<file path="config.mk">
export PLATFORM = sky130hd
export DESIGN_NAME = opmrs_top
export DESIGN_NICKNAME = d
export VERILOG_FILES = /design/src/include/opmrs_pkg.sv /design/src/rtl/opmrs_top.sv
export SDC_FILE = /design/constraint.sdc
export NUM_CORES = 1
export LEC_CHECK = 0
export BUFFER_PORTS_ARGS = -buffer_cell sky130_fd_sc_hd__buf_2
export CORE_UTILIZATION = 56
export CTS_BUF_LIST = sky130_fd_sc_hd__clkbuf_4
export DETAILED_ROUTE_END_ITERATION = 8
export PLACE_DENSITY = 0.79
export SKIP_LAST_GASP = 1
export SYNTH_ARGS = -nofsm -noshare
export SYNTH_HDL_FRONTEND = slang
export SYNTH_SLANG_ARGS = --single-unit
</file>
<file path="constraint.sdc">
create_clock -name clk -period 2.9 [get_ports clk]
set_input_delay 0.29 -clock clk [delete_from_list [all_inputs] [get_ports clk]]
set_output_delay 0.29 -clock clk [all_outputs]
set_load 0.03 [all_outputs]
</file>
<file path="src/include/opmrs_pkg.sv">
// Constants, register map and state type of the operating mode and reset sequencer.
// Assumes a 250 MHz core clock; times are kept in ns and converted here.
package opmrs_pkg;
    // ************************************************************
    // Timing
    // ************************************************************
    localparam int CLK_PERIOD_NS = 4;
    localparam int PUP_T0_NS = 140000;
    localparam int PUP_T1_NS = 4500000;
    localparam int PUP_T2_NS = 18000000;
    localparam int PUP_T3_NS = 72000000;
    localparam int PUP_T4_NS = 288000000;
    // Least times, so round up
    localparam int PUP_CYC0 = (PUP_T0_NS + CLK_PERIOD_NS - 1) / CLK_PERIOD_NS;
    localparam int PUP_CYC1 = (PUP_T1_NS + CLK_PERIOD_NS - 1) / CLK_PERIOD_NS;
    localparam int PUP_CYC2 = (PUP_T2_NS + CLK_PERIOD_NS - 1) / CLK_PERIOD_NS;
    localparam int PUP_CYC3 = (PUP_T3_NS + CLK_PERIOD_NS - 1) / CLK_PERIOD_NS;
    localparam int PUP_CYC4 = (PUP_T4_NS + CLK_PERIOD_NS - 1) / CLK_PERIOD_NS;
    localparam int TICK_W = 5;
    localparam logic [TICK_W-1:0] OST_TICKS = 5'h10;
    localparam logic [TICK_W-1:0] SETTLE_TICKS = 5'h10;
    localparam logic [2:0] PUP_SEL0 = 3'h0;
    localparam logic [2:0] PUP_SEL1 = 3'h1;
    localparam logic [2:0] PUP_SEL2 = 3'h2;
    localparam logic [2:0] PUP_SEL3 = 3'h3;

    // ************************************************************
    // Register map
    // ************************************************************
    localparam int ADDR_W = 4;
    localparam int DATA_W = 8;
    localparam logic [ADDR_W-1:0] OSC_ADDR = 4'h0;
    localparam logic [ADDR_W-1:0] STAT_ADDR = 4'h1;
    localparam logic [ADDR_W-1:0] MODE_ADDR = 4'h2;
    localparam int SEL_BIT = 0;
    localparam int STOP_BIT = 1;
    localparam int OP_MODE_FIELD_LO = 2;
    localparam int OP_MODE_FIELD_HI = 3;
    localparam int PD_BIT = 3;
    localparam int TO_BIT = 4;
    localparam logic [1:0] OP_MODE_FIELD_RUN = 2'h0;
    localparam logic [1:0] OP_MODE_FIELD_HALT = 2'h1;
    localparam logic [1:0] OP_MODE_FIELD_STBY = 2'h2;
    localparam logic STOP_RST = 1'b0;
    localparam logic FLAG_RST = 1'b1;
    // Mode status register bit positions
    localparam int MS_NORMAL = 0;
    localparam int MS_SLOW = 1;
    localparam int MS_STBY = 2;
    localparam int MS_HALT = 3;
    localparam int MS_RESET = 4;

    typedef enum logic [2:0] {
        ST_RESET,
        ST_POWERUP,
        ST_OST,
        ST_RUN,
        ST_STANDBY,
        ST_HALT,
        ST_SETTLE
    } opmrs_state_e;
endpackage

</file>
<file path="src/rtl/opmrs_top.sv">
// Operating mode and reset sequencer: run, slow, standby and halt control,
// wake-up and reset sequencing with timeout and power-down flags.
// Assumes all inputs synchronous to clk; event inputs are one-cycle pulses,
// reset sources and straps are levels; osc_tick pulses once per oscillator cycle.
//
// Overview of operation
// - After reset, start in normal or slow mode per startup strap.
// - Clock select bit 0 picks slow oscillator, 1 picks fast.
// - Mode field code 10b enters standby, 01b enters halt.
// - Sleep instruction enters halt just like the halt code.
// - In slow mode, and in standby with clock select bit 0, the fast oscillator runs unless stop bit set.
// - Slow oscillator runs in normal, slow and standby modes.
// - Standby stops execution and peripherals; timers keep running if enabled.
// - Standby wakes on timers, watchdog, port change, external or low-voltage.
// - After wake-up, clock select bit chooses normal or slow mode.
// - Halt entry clears power-down flag, sets timeout flag, clears watchdog.
// - Halt stops both oscillators, execution and all peripherals.
// - Halt wakes only on watchdog, port change or external interrupt.
// - Halt wake waits 16 oscillator cycles; standby wake waits none.
// - Wake with interrupts enabled branches to vector, else continues.
// - Stop bit write and halt entry are taken in one write.
// - Power-on, low voltage, reset pin or watchdog reset enter reset.
// - Reset sets timeout and power-down flags according to cause and mode.
// - Released reset waits a strap-selected power-up time.
// - Then 16 oscillator cycles of start-up before execution begins.
// - Clock select bit 1 drives system clock from fast oscillator.
//
// The address map and strobed register access were left to the implementer.
`timescale 1ns/10ps
`default_nettype none
module opmrs_top
    import opmrs_pkg::*;
#(
    parameter int PUP_CYCLES0 = PUP_CYC0,
    parameter int PUP_CYCLES1 = PUP_CYC1,
    parameter int PUP_CYCLES2 = PUP_CYC2,
    parameter int PUP_CYCLES3 = PUP_CYC3,
    parameter int PUP_CYCLES4 = PUP_CYC4,
    parameter int CNT_W = 27
)
(
    input wire logic clk,
    input wire logic rst,
    input wire logic [ADDR_W-1:0] reg_addr,
    input wire logic [DATA_W-1:0] reg_wdata,
    input wire logic reg_wr,
    input wire logic reg_rd,
    output logic [DATA_W-1:0] reg_rdata,
    input wire logic por_event,
    input wire logic low_voltage_reset,
    input wire logic reset_pin_n,
    input wire logic wdt_timeout,
    input wire logic wdt_reset_mode,
    input wire logic startup_slow,
    input wire logic [2:0] powerup_sel,
    input wire logic osc_tick,
    input wire logic sleep_instr,
    input wire logic watchdog_clear_instr,
    input wire logic irq_enable_instr,
    input wire logic irq_disable_instr,
    input wire logic timer0_run,
    input wire logic timer1_run,
    input wire logic timer0_overflow,
    input wire logic timer1_underflow,
    input wire logic pb_change,
    input wire logic ext_irq,
    input wire logic low_voltage_detect,
    output logic in_reset,
    output logic cpu_run,
    output logic sys_clk_fast,
    output logic fast_osc_on,
    output logic slow_osc_on,
    output logic timer0_enable,
    output logic timer1_enable,
    output logic periph_enable,
    output logic wdt_clear,
    output logic wake_to_vector,
    output logic wake_next_instr
);

    // ************************************************************
    // Elaboration checks
    // ************************************************************
    generate
        if (PUP_CYCLES0 < 1 || PUP_CYCLES1 < 1 || PUP_CYCLES2 < 1 ||
            PUP_CYCLES3 < 1 || PUP_CYCLES4 < 1)
        begin : g_chk_min
            $error("power-up counts must be at least one cycle");
        end
        if (CNT_W < 2 || CNT_W > 31 || PUP_CYCLES4 > (2 ** CNT_W) ||
            PUP_CYCLES3 > (2 ** CNT_W))
        begin : g_chk_w
            $error("counter too narrow for power-up counts");
        end
    endgenerate

    // ************************************************************
    // State
    // ************************************************************
    opmrs_state_e state;
    opmrs_state_e next_state;
    logic [CNT_W-1:0] cnt;
    logic [CNT_W-1:0] next_cnt;
    logic high_clock_select;
    logic fast_osc_stop;
    logic [1:0] op_mode_field;
    logic next_sel;
    logic next_stop;
    logic [1:0] next_op_mode_field;
    logic timeout_flag;
    logic powerdown_flag;
    logic next_to;
    logic next_pd;
    logic irq_global_en;
    logic strap_slow;
    logic [2:0] strap_pup;
    logic wake_done;

    // ************************************************************
    // Decode
    // ************************************************************
    wire rst_evt_pwr = por_event | low_voltage_reset;
    wire rst_evt_pin = ~reset_pin_n;
    wire rst_evt_wdt = wdt_timeout & wdt_reset_mode;
    wire rst_evt = rst_evt_pwr | rst_evt_pin | rst_evt_wdt;
    wire from_halt = (state == ST_HALT) || (state == ST_SETTLE);
    wire wdt_int = wdt_timeout & ~wdt_reset_mode;
    wire osc_wr = reg_wr && (reg_addr == OSC_ADDR) && (state == ST_RUN);
    wire [1:0] wr_op_mode_field = reg_wdata[OP_MODE_FIELD_HI:OP_MODE_FIELD_LO];
    wire enter_halt = sleep_instr || (osc_wr && wr_op_mode_field == OP_MODE_FIELD_HALT);
    wire enter_stby = osc_wr && (wr_op_mode_field == OP_MODE_FIELD_STBY) && !sleep_instr;
    // Both timers wake standby only when their run bits let them count
    wire stby_wake = (timer0_overflow & timer0_run) |
                     (timer1_underflow & timer1_run) |
                     wdt_int | pb_change | ext_irq |
                     low_voltage_detect;
    wire halt_wake = wdt_int | pb_change | ext_irq;
    wire tick_last = osc_tick && (cnt == CNT_W'(OST_TICKS - 5'h01));
    wire settle_last = osc_tick && (cnt == CNT_W'(SETTLE_TICKS - 5'h01));
    wire [CNT_W-1:0] pup_last =
        (strap_pup == PUP_SEL0) ? CNT_W'(PUP_CYCLES0 - 1) :
        (strap_pup == PUP_SEL1) ? CNT_W'(PUP_CYCLES1 - 1) :
        (strap_pup == PUP_SEL2) ? CNT_W'(PUP_CYCLES2 - 1) :
        (strap_pup == PUP_SEL3) ? CNT_W'(PUP_CYCLES3 - 1) :
        CNT_W'(PUP_CYCLES4 - 1);
    wire [CNT_W-1:0] cnt_inc = cnt + CNT_W'(1);

    // ************************************************************
    // Mode sequencer
    // ************************************************************
    always_comb
    begin
        next_state = state;
        next_cnt = cnt;
        next_sel = high_clock_select;
        next_stop = fast_osc_stop;
        next_op_mode_field = op_mode_field;
        wake_done = 1'b0;
        if (rst_evt)
        begin
            next_state = ST_RESET;
            next_cnt = '0;
            next_stop = STOP_RST;
            next_op_mode_field = OP_MODE_FIELD_RUN;
        end
        else
        begin
            unique case (state)
                ST_RESET:
                begin
                    next_state = ST_POWERUP;
                    next_cnt = '0;
                end
                ST_POWERUP:
                begin
                    if (cnt == pup_last)
                    begin
                        next_state = ST_OST;
                        next_cnt = '0;
                    end
                    else
                    begin
                        next_cnt = cnt_inc;
                    end
                end
                ST_OST:
                begin
                    if (tick_last)
                    begin
                        next_state = ST_RUN;
                        next_sel = ~strap_slow;
                        next_cnt = '0;
                    end
                    else if (osc_tick)
                    begin
                        next_cnt = cnt_inc;
                    end
                end
                ST_RUN:
                begin
                    if (osc_wr)
                    begin
                        // Stop bit and halt code land in the same write
                        next_sel = reg_wdata[SEL_BIT];
                        next_stop = reg_wdata[STOP_BIT];
                        next_op_mode_field = wr_op_mode_field;
                    end
                    if (enter_halt)
                    begin
                        next_state = ST_HALT;
                        next_op_mode_field = OP_MODE_FIELD_HALT;
                    end
                    else if (enter_stby)
                    begin
                        next_state = ST_STANDBY;
                    end
                    else if (osc_wr)
                    begin
                        // Reserved code 11b leaves the device running
                        next_op_mode_field = OP_MODE_FIELD_RUN;
                    end
                end
                ST_STANDBY:
                begin
                    if (stby_wake)
                    begin
                        next_state = ST_RUN;
                        next_op_mode_field = OP_MODE_FIELD_RUN;
                        wake_done = 1'b1;
                    end
                end
                ST_HALT:
                begin
                    if (halt_wake)
                    begin
                        next_state = ST_SETTLE;
                        next_cnt = '0;
                    end
                end
                ST_SETTLE:
                begin
                    if (settle_last)
                    begin
                        next_state = ST_RUN;
                        next_op_mode_field = OP_MODE_FIELD_RUN;
                        next_cnt = '0;
                        wake_done = 1'b1;
                    end
                    else if (osc_tick)
                    begin
                        next_cnt = cnt_inc;
                    end
                end
                default:
                begin
                    next_state = ST_RESET;
                    next_cnt = '0;
                end
            endcase
        end
    end

    // ************************************************************
    // Timeout and power-down flags
    // ************************************************************
    always_comb
    begin
        next_to = timeout_flag;
        next_pd = powerdown_flag;
        if (rst_evt_pwr)
        begin
            next_to = 1'b1;
            next_pd = 1'b1;
        end
        else if (rst_evt_pin)
        begin
            if (from_halt)
            begin
                next_to = 1'b1;
                next_pd = 1'b1;
            end
        end
        else if (rst_evt_wdt)
        begin
            next_to = 1'b0;
            next_pd = ~from_halt;
        end
        else if (state == ST_RUN && enter_halt)
        begin
            next_to = 1'b1;
            next_pd = 1'b0;
        end
        else if (watchdog_clear_instr && state == ST_RUN)
        begin
            next_to = 1'b1;
            next_pd = 1'b1;
        end
        else if (wdt_int)
        begin
            // Timeout in interrupt mode still marks the flag
            next_to = 1'b0;
        end
    end

    // ************************************************************
    // Registered outputs
    // ************************************************************
    wire n_run = (next_state == ST_RUN);
    wire n_stby = (next_state == ST_STANDBY);
    wire n_halt = (next_state == ST_HALT);
    wire n_active = n_run || n_stby;
    wire n_rst = (next_state == ST_RESET) || (next_state == ST_POWERUP) ||
                 (next_state == ST_OST);
    // Fast oscillator stays on through reset and halt settling
    wire n_fast_on = !n_halt && (!n_active || next_sel || !next_stop);
    wire n_slow_on = !n_halt;
    wire n_wdt_clr = (state == ST_RUN) && !rst_evt &&
                     (enter_halt || watchdog_clear_instr);
    wire [DATA_W-1:0] osc_rd = {4'h0, op_mode_field, fast_osc_stop,
                                high_clock_select};
    wire [DATA_W-1:0] stat_rd = {3'h0, timeout_flag, powerdown_flag, 3'h0};
    wire is_normal = (state == ST_RUN) && high_clock_select;
    wire is_slow = (state == ST_RUN) && !high_clock_select;
    wire is_reset = (state == ST_RESET) || (state == ST_POWERUP) ||
                    (state == ST_OST);
    wire [DATA_W-1:0] mode_rd = {3'h0, is_reset, from_halt,
                                 (state == ST_STANDBY), is_slow, is_normal};
    wire [DATA_W-1:0] rd_mux = (reg_addr == OSC_ADDR) ? osc_rd :
                               (reg_addr == STAT_ADDR) ? stat_rd :
                               (reg_addr == MODE_ADDR) ? mode_rd :
                               '0;

    // ************************************************************
    // Flip-flops
    // ************************************************************
    always_ff @(posedge clk)
    begin
        if (rst)
        begin
            state <= ST_RESET;
            cnt <= '0;
            high_clock_select <= 1'b1;
            fast_osc_stop <= STOP_RST;
            op_mode_field <= OP_MODE_FIELD_RUN;
            timeout_flag <= FLAG_RST;
            powerdown_flag <= FLAG_RST;
        end
        else
        begin
            state <= next_state;
            cnt <= next_cnt;
            high_clock_select <= next_sel;
            fast_osc_stop <= next_stop;
            op_mode_field <= next_op_mode_field;
            timeout_flag <= next_to;
            powerdown_flag <= next_pd;
        end
    end

    // Straps are followed while reset holds and frozen once it is released
    always_ff @(posedge clk)
    begin
        if (rst)
        begin
            strap_slow <= 1'b0;
            strap_pup <= PUP_SEL0;
        end
        else if (state == ST_RESET)
        begin
            strap_slow <= startup_slow;
            strap_pup <= powerup_sel;
        end
    end

    always_ff @(posedge clk)
    begin
        if (rst || rst_evt || irq_disable_instr)
        begin
            irq_global_en <= 1'b0;
        end
        else if (irq_enable_instr)
        begin
            irq_global_en <= 1'b1;
        end
    end

    always_ff @(posedge clk)
    begin
        if (rst)
        begin
            in_reset <= 1'b1;
            cpu_run <= 1'b0;
            sys_clk_fast <= 1'b1;
            fast_osc_on <= 1'b1;
            slow_osc_on <= 1'b1;
            timer0_enable <= 1'b0;
            timer1_enable <= 1'b0;
            periph_enable <= 1'b0;
            wdt_clear <= 1'b0;
            wake_to_vector <= 1'b0;
            wake_next_instr <= 1'b0;
            reg_rdata <= '0;
        end
        else
        begin
            in_reset <= n_rst;
            cpu_run <= n_run;
            sys_clk_fast <= next_sel;
            fast_osc_on <= n_fast_on;
            slow_osc_on <= n_slow_on;
            timer0_enable <= n_active && timer0_run;
            timer1_enable <= n_active && timer1_run;
            periph_enable <= n_run;
            wdt_clear <= n_wdt_clr;
            wake_to_vector <= wake_done && irq_global_en;
            wake_next_instr <= wake_done && !irq_global_en;
            reg_rdata <= reg_rd ? rd_mux : '0;
        end
    end

endmodule
`default_nettype wire

</file>
## Yosys cells after proc, flatten, opt, wreduce, memory -nomap -nowiden

Cells that the tools add are included.
W data, S select, Z words.

- Bits in registers: 58
- Output and inout port bits: 19
- Logic and storage cells: 170

- Add/sub/neg operators: 1
- Equality and inequality tests: 26
- Mux-type cells: 48
- Bitwise gates (word level): 20
- Reduce and logical (&&, ||, !) cells: 53

Operators with widths:

| operator | count |
|---|---|
| $mux W27 | 8 |
| $pmux W27 S4 | 1 |
| $add A27 B1 Y27 const B | 1 |
| $eq A27 B27 Y1 | 1 |
| $eq A27 B4 Y1 const B | 1 |
| $mux W3 | 7 |
| $mux W1 | 19 |
| $eq A3 B2 Y1 const B | 6 |
| $pmux W3 S6 | 1 |
| $logic_and A1 B1 Y1 | 17 |
| $eq A3 B3 Y1 const B | 5 |
| $logic_or A1 B1 Y1 | 12 |
| $mux W2 | 6 |
| $mux W5 | 2 |
| $or A1 B1 Y1 | 10 |
| $reduce_or A2 Y1 | 5 |
| $eq A3 B1 Y1 const B | 3 |
| $logic_not A3 Y1 | 3 |
| $logic_not A1 Y1 | 7 |
| $ne A2 B2 Y1 const B | 3 |
| $not A1 Y1 | 6 |
| $pmux W2 S3 | 1 |
| $reduce_and A3 Y1 | 2 |
| $ne A5 B1 Y1 const B | 1 |
| 15 further kinds | 20 |

## Depth between registers and ports, before layout

Gate-level depths: netlist of the first run.

- Depth after elaboration: 15
- Mapped depth: 10
- Depth with buffers taken out: 8

## Least setup slack after synthesis of the first run

OpenSTA, ideal clock, no wires.

- Path type: reg2reg
- From: register strap_pup[2]
- To: register cnt[13]
- Setup time: 127 ps
- Data arrival time: 2221 ps
- Data required time: 2773 ps
- Slack: 552 ps
- Stages on the path, launching flop included: 10
- Path buffers: 2
- Clock period less this slack: 2348 ps
- Cells stage by stage: dfxtp_1 buf_6 nand2b_4 or4_1 a32o_2 o41ai_4 o31ai_4 buf_6 o221ai_1 o31ai_1

- Cells in the longest elaborated chain, start to end: 8
- Elaborated cells between the ends (all ways): 11

RTL lines:

| element | RTL line | source |
|---|---|---|
| start, declared | opmrs_top.sv:116 | `logic [2:0] strap_pup;` |
| start signal, assigned | opmrs_top.sv:371 | `strap_pup <= powerup_sel;` |
| $eq A3 B2 Y1 | opmrs_top.sv:144 | `(strap_pup == PUP_SEL3) ? CNT_W'(PUP_CYCLES3 - 1) :` |
| $mux W27 | opmrs_top.sv:144 |  |
| $mux W27 | opmrs_top.sv:143 | `(strap_pup == PUP_SEL2) ? CNT_W'(PUP_CYCLES2 - 1) :` |
| $mux W27 | opmrs_top.sv:142 | `(strap_pup == PUP_SEL1) ? CNT_W'(PUP_CYCLES1 - 1) :` |
| $mux W27 (*) | opmrs_top.sv:141 | `(strap_pup == PUP_SEL0) ? CNT_W'(PUP_CYCLES0 - 1) :` |
| $eq A27 B27 Y1 (*) | opmrs_top.sv:176 | `if (cnt == pup_last)` |
| $mux W27 (*) | opmrs_top.sv:176 |  |
| $pmux W27 S4 (*) | opmrs_top.sv:168 | `unique case (state)` |
| end signal, assigned | opmrs_top.sv:351 | `cnt <= next_cnt;` |
| end, declared | opmrs_top.sv:102 | `logic [CNT_W-1:0] cnt;` |

Mark *: on every way between the ends. The rest lies on a longest branch, timed or not.
A chain may end at the register's enable or synchronous reset.

## Worst setup path in the final report of the first run

- From: register strap_pup[0]
- To: register cnt[15]

The elaborated chain is that of the path after synthesis.

==> flow_summary.toml, run 1 <==
[run_status]
outcome = "complete, no violations"

[drt]
drt-total-wl_um = 7890
drtAntennaViolNets = 0
via_per_inst = 6.17
dr.pass1.iters = 4
drc = 0
vias = 3191
drt-initial-drc-count = 205
wl_per_cell_um = 15.3

[critical_path]
crit_start = "strap_pup[0]"
timing.rr.start = "strap_pup[0]"
rr_endpoint = "cnt[15]"
r2r_cells = 8
critPathLaunchType = "flip-flop"
crit_end = "cnt[15]"
critPathSlowestCell = "dfxtp_1"
crit_arrival_ns = 2.88
end_kind = "flip-flop"
max_stage_delay_ns = 0.59
crit_chain = "nand2b_4 -> or4_1 -> a32o_2 -> o41ai_4 -> buf_4 -> o31a_4 -> o21ai_2 -> a21bo_1"
cp_max_fo = 14
required_ns = 3.20
path_class = "flip-flop to flip-flop"
r2r_slack_ns = 0.32

[layout]
layout_common_cells = "55 x dfxtp_1, 48 x buf_2, 47 x nor2_1, 34 x nand2_1, 20 x o21ai_0"
area_growth_pct = 10.6
final_cells = 517
nets = 482
finish.utilization = 0.646
final_common_cell = "dfxtp_1"
insertedDiodeCount = 0
stdcell_area_um2 = 3560
drive_above_1_share = 0.180

[clock_tree]
clkTransAtPathRegs_ns = 0.16
cts_resized = 0
h-tree-depth = 2
cts_made_buffers = 5
cts.sinks = 55
cts_hold_buf = 0
clock_latency_ns = 0.38
tritoncts = "done"
clk_path_buf_depth = 2
postCtsSetupBuffers = 0
cts_root_buf = "clkbuf_4"

[sta]
rsz0062_at_grt = "false"
slew_headroom = 0.441
fin_worst_skew_ns = 0.0144
finalWorstSetupSlack_ns = 0.323
min_period_ns = 2.58
post-route-period-util = 0.889
tightest_slew_ns = 0.833
finalSetupViolCount = 0
tns_ns = 0
max_clock_freq_mhz = 388
hold_viol = 0
slew_violations = 0

[synth]
synth-edff-count = 0
synth_largest_area_cell = "dfxtp_1"
ys_warn_count = 0
post_synth_num_cell_types = 71
ys.flop_type = "dfxtp_1"
post-synth-top-area-fraction = 0.342
synth_seq_area_share = 0.342
ys_top_cells_by_area = "dfxtp_1 34%, nor2_1 5.5%, nand2_1 4.0%, o21ai_0 3.1%, a21oi_1 3.0%"
async_reset_ff_frac = 0
synth_area_um2 = 3220
syn-instance-count = 405
syn_avg_cell_area_um2 = 7.94
ys_ff_latch = 55

[power_and_ir_drop]
power_switching_uw = 306
p_leak_uw = 0.00132
internal_power_uw = 983
pwr-share-clk = 0.327
power_density_nw_per_um2 = 362
sw_frac_of_total = 0.238
power_frac_comb = 0.077
power_frac_seq = 0.597
vdd_ir_drop_max_mv = 0.219

[placed_design]
place.gp.congestion = 0.900
dp_slack_ns = 0.357
placed_cells = 509
place_hpwl_um = 5840
placedInstanceArea_um2 = 3480
place.port_buffers = 48

[global_route]
track_usage = 0.272
grt_antenna_before_repair = 0
grt_pass1_wl_um = 13300
grt_pass1_vias = 2941
grt-ovfl-total = 0
grt_start_max_net_pins = 19

[floorplan]
die_height_um = 77.8
die_x_um = 77.8
fp-row-count = 27
start_util = 0.584
dieArea_um2 = 6050
core_area_um2 = 5510
io_pins = 56

[hold_path]
hold_path_depth = 2
hp-class = "input pin to flip-flop"
min_from = "irq_disable_instr"

[run]
cap_violations = 0
cells by family after synthesis:
kind of cell,after synthesis,share of synthesized area
flops,55,0.342
simple gates,187,0.307
xor+xnor,13,0.0354
buf+inv,44,0.0673
fa+ha+maj,2,0.00700
compound gates,96,0.218
other cells,1,0.00117
mux,7,0.0222
through the flow:
step | total power (µW) | hold slack [ns]
floorplan | 848 | 0.369
global placement | 880 | 0.440
detailed placement | 882 | 0.448
CTS | 1300 | 0.0465
global route | 1340 | 0.0526
finish | 1290 | 0.0618
critical path, delay by kind of cell (launching register included):
| kind | cells | cell delay (ns) |
|---|---|---|
| flip-flops | 1 | 0.59 |
| AND/OR/NAND/NOR | 2 | 0.48 |
| AO/OA/AOI/OAI | 5 | 1.23 |
| buffers and inverters | 1 | 0.20 |
sequential cells by signal, summed over array words and instances (netlist names):
name	flops
wdt_clear	1
fast_osc_on	1
timer0_enable	1
periph_enable	1
irq_global_en	1
wake_next_instr	1
fast_osc_stop	1
timeout_flag	1
cnt	27
powerdown_flag	1
state	3
in_reset	1
reg_rdata	5
strap_pup	3
wake_to_vector	1
strap_slow	1
timer1_enable	1
slow_osc_on	1
sys_clk_fast	1
op_mode_field	2
layer usage:
metal / up-vias / wire, µm / track usage
met3: 13 / 546 / 0.0471
met4: 0 / 144 / 0.121
met1: 1492 / 3400 / 0.338
met5: - / 0 / 0
met2: 141 / 3800 / 0.459
li1: 1545 / - / -
power by group through the flow:
stage	clock, µW	sequential, µW	combinational [µW]
finish	421	769	98.9
global route	456	771	110
CTS	430	769	97.9
detailed placement	0	785	97.3
global placement	0	785	94.7
floorplan	0	780	67.9
cell usage after synthesis, types with 6 or more instances:
cell,number
dfxtp_1,55
nor2_1,47
nand2_1,34
o21ai_0,20
a21oi_1,19
nand3_1,19
nor3_1,16
clkbuf_1,15
inv_1,14
nand4_1,9
or3_1,8
xnor2_1,8
nand2b_1,7
a31oi_1,6
mux2i_1,6
worst min path at each step:
stage,to,slack [ns]
2_1_floorplan,irq_global_en,0.37
3_3_place_gp,wake_to_vector,0.44
3_5_place_dp,wake_next_instr,0.45
4_1_cts,irq_global_en,0.05
5_1_grt,irq_global_en,0.05
6_report,irq_global_en,0.06
final cells by class:
type / count / area (µm²)
Fill cell: 509 / 1950
Multi-Input combinational cell: 308 / 1910
Sequential cell: 55 / 1100
Timing Repair Buffer: 60 / 330
Tap cell: 72 / 90.1
Inverter: 14 / 52.6
Clock inverter: 3 / 38.8
Clock buffer: 5 / 37.5
(Power assumes the default switching activity.)
==> inputs of run 2 (changes only) <==
--- a/config.mk
+++ b/config.mk
@@ -6,10 +6,11 @@
 export NUM_CORES = 1
 export LEC_CHECK = 0
 export BUFFER_PORTS_ARGS = -buffer_cell sky130_fd_sc_hd__buf_2
-export CORE_UTILIZATION = 56
+export CORE_UTILIZATION = 58
 export CTS_BUF_LIST = sky130_fd_sc_hd__clkbuf_4
 export DETAILED_ROUTE_END_ITERATION = 8
-export PLACE_DENSITY = 0.79
+export PLACE_DENSITY = 0.81
+export RECOVER_POWER = 100
 export SKIP_LAST_GASP = 1
 export SYNTH_ARGS = -nofsm -noshare
 export SYNTH_HDL_FRONTEND = slang
==> run 2 against run 1 <==
Against the previous run:
- power down 5.6%
- fmax down 5.3%
- clock skew down 0.0049 ns
- first-iteration DRC count up 0.49%
- critical endpoint unchanged
- sequential share of layout area up 0.44 points
- combinational power down 2.5%
- core utilization up 2.4 points
- worst hold slack worse by 0.0085 ns
- die area down 3.4%
==> flow_summary.toml, run 2 (synthesis gave the netlist of run 1 again) <==
[sta]
rsz0062_at_grt = "false"
min_period_ns = 2.72
tns_ns = 0
fin_worst_skew_ns = 0.00946
slew_violations = 0
hold_viol = 0
max_clock_freq_mhz = 368
slew_headroom = 0.419
post-route-period-util = 0.938
finalSetupViolCount = 0
tightest_slew_ns = 0.871

[clock_tree]
tritoncts = "done"
h-tree-depth = 2
clock_latency_ns = 0.38
postCtsSetupBuffers = 0
clkTransAtPathRegs_ns = 0.16
cts_hold_buf = 0
cts_resized = 0
cts_root_buf = "clkbuf_4"
clk_path_buf_depth = 2
cts_made_buffers = 5
cts.sinks = 55

[critical_path]
crit_family = "compound AO/OA/AOI/OAI gates"
end_kind = "flip-flop"
required_ns = 3.20
critPathLaunchType = "flip-flop"
crit_cells = 8
crit_chain = "nand2b_2 -> or4_1 -> a32o_1 -> o41ai_4 -> clkbuf_1 -> o31a_4 -> o21ai_2 -> a21bo_1"
r2r_cells = 8
crit_end = "cnt[15]"
path_class = "flip-flop to flip-flop"
max_stage_delay_ns = 0.56
crit_start = "strap_pup[0]"
timing.rr.start = "strap_pup[0]"
critPathSlowestCell = "dfxtp_1"
r2r_slack_ns = 0.18
cp_max_fo = 14
critPathBufInv = 1
crit_arrival_ns = 3.02
rr_endpoint = "cnt[15]"

[layout]
nets = 483
seq_area_um2 = 1100
final_common_cell = "dfxtp_1"
multi_input_comb_area_um2 = 1900
insertedDiodeCount = 0
largest_register_ff_count = 27
fillCellCount = 484
regMostFlops = "cnt"
area_growth_pct = 9.03
reg_top3 = "cnt (27), reg_rdata (5)"
drive_above_1_share = 0.139
layout_common_cells = "55 x dfxtp_1, 47 x nor2_1, 34 x nand2_1, 32 x buf_2, 20 x o21ai_0"

[power_and_ir_drop]
vdd_ir_drop_max_mv = 0.199
total_power_uw = 1220
p_leak_uw = 0.00124
power_density_nw_per_um2 = 347

[placed_design]
place.port_buffers = 48
place.gp.congestion = 0.881
place_hpwl_um = 6030

[global_route]
grt_start_max_net_pins = 17
grt_pass1_vias = 2951
track_usage = 0.282
grt_antenna_before_repair = 0
grt-ovfl-total = 0
grt_pass1_wl_um = 13300

[run]
cap_violations = 0

[floorplan]
die_height_um = 76.5
core_area_um2 = 5240
start_util = 0.614
die_x_um = 76.5
dieArea_um2 = 5850
fp-row-count = 26
io_pins = 56

[drt]
wl_per_cell_um = 15.7
drt-total-wl_um = 8100
dr.pass1.iters = 5
drtAntennaViolNets = 0
vias = 3213
drc = 0
drt-initial-drc-count = 206
via_per_inst = 6.23

[run_status]
outcome = "complete, no violations"

[hold_path]
hp-class = "input pin to flip-flop"
min_from = "irq_disable_instr"
==> run 2: changes by cell type in the layout (fill, tap and decap cells not counted), sizes merged <==
cell,delta
clkbuf,+20
buf,-18
bufinv,-1
clkinv,-1
clkinvlp,+1
==> run 2: power by group <==
group	leakage [µW]	internal [µW]	switching (µW)	total [µW]
Combinational	0.000768	41.4	55.0	96.4
Clock	0.0000317	104	247	351
Sequential	0.000444	761	7.74	769
Total	0.00124	906	310	1220
==> run 2: how the worst min path moves through the flow <==
stage | end | slack, ns | cells after the start
2_1_floorplan | irq_global_en | 0.37 | 1
3_3_place_gp | wake_next_instr | 0.44 | 1
3_5_place_dp | wake_to_vector | 0.45 | 2
4_1_cts | irq_global_en | 0.05 | 2
5_1_grt | irq_global_en | 0.03 | 2
6_report | irq_global_en | 0.05 | 2
==> run 2: routing by layer <==
metal,vias to the layer above,wire [µm],part of all wire,track usage
li1,1542,-,-,-
met1,1507,3330,0.41,0.349
met2,148,4050,0.50,0.480
met3,16,542,0.067,0.0515
met4,0,169,0.021,0.115
met5,-,0,0,0
==> run 2: worst register-to-register path: cells and delay by family (launching register included) <==
kind / cells / cell delay [ns]
compound gates: 5 / 1.31
buf+inv: 1 / 0.24
flops: 1 / 0.56
simple gates: 2 / 0.53
==> run 2: final cells by class <==
class | instances | area share
Sequential cell | 55 | 0.314
Tap cell | 70 | 0.0250
Clock buffer | 6 | 0.0128
Inverter | 14 | 0.0150
Multi-Input combinational cell | 308 | 0.542
Clock inverter | 2 | 0.00357
Timing Repair Buffer | 61 | 0.0878
==> run 2: per-stage QoR <==
step | setup WS [ns] | area, µm² | std cells | util | hold slack, ns
6_report | 0.179 | 3510 | 516 | 0.669 | 0.0533
5_1_grt | 0.0507 | 3510 | 516 | 0.669 | 0.0308
4_1_cts | 0.239 | 3540 | 516 | 0.676 | 0.0538
3_5_place_dp | 0.315 | 3480 | 508 | 0.665 | 0.449
3_3_place_gp | 0.347 | 3480 | 508 | 0.665 | 0.438
2_1_floorplan | 0.552 | 3220 | 407 | - | 0.369
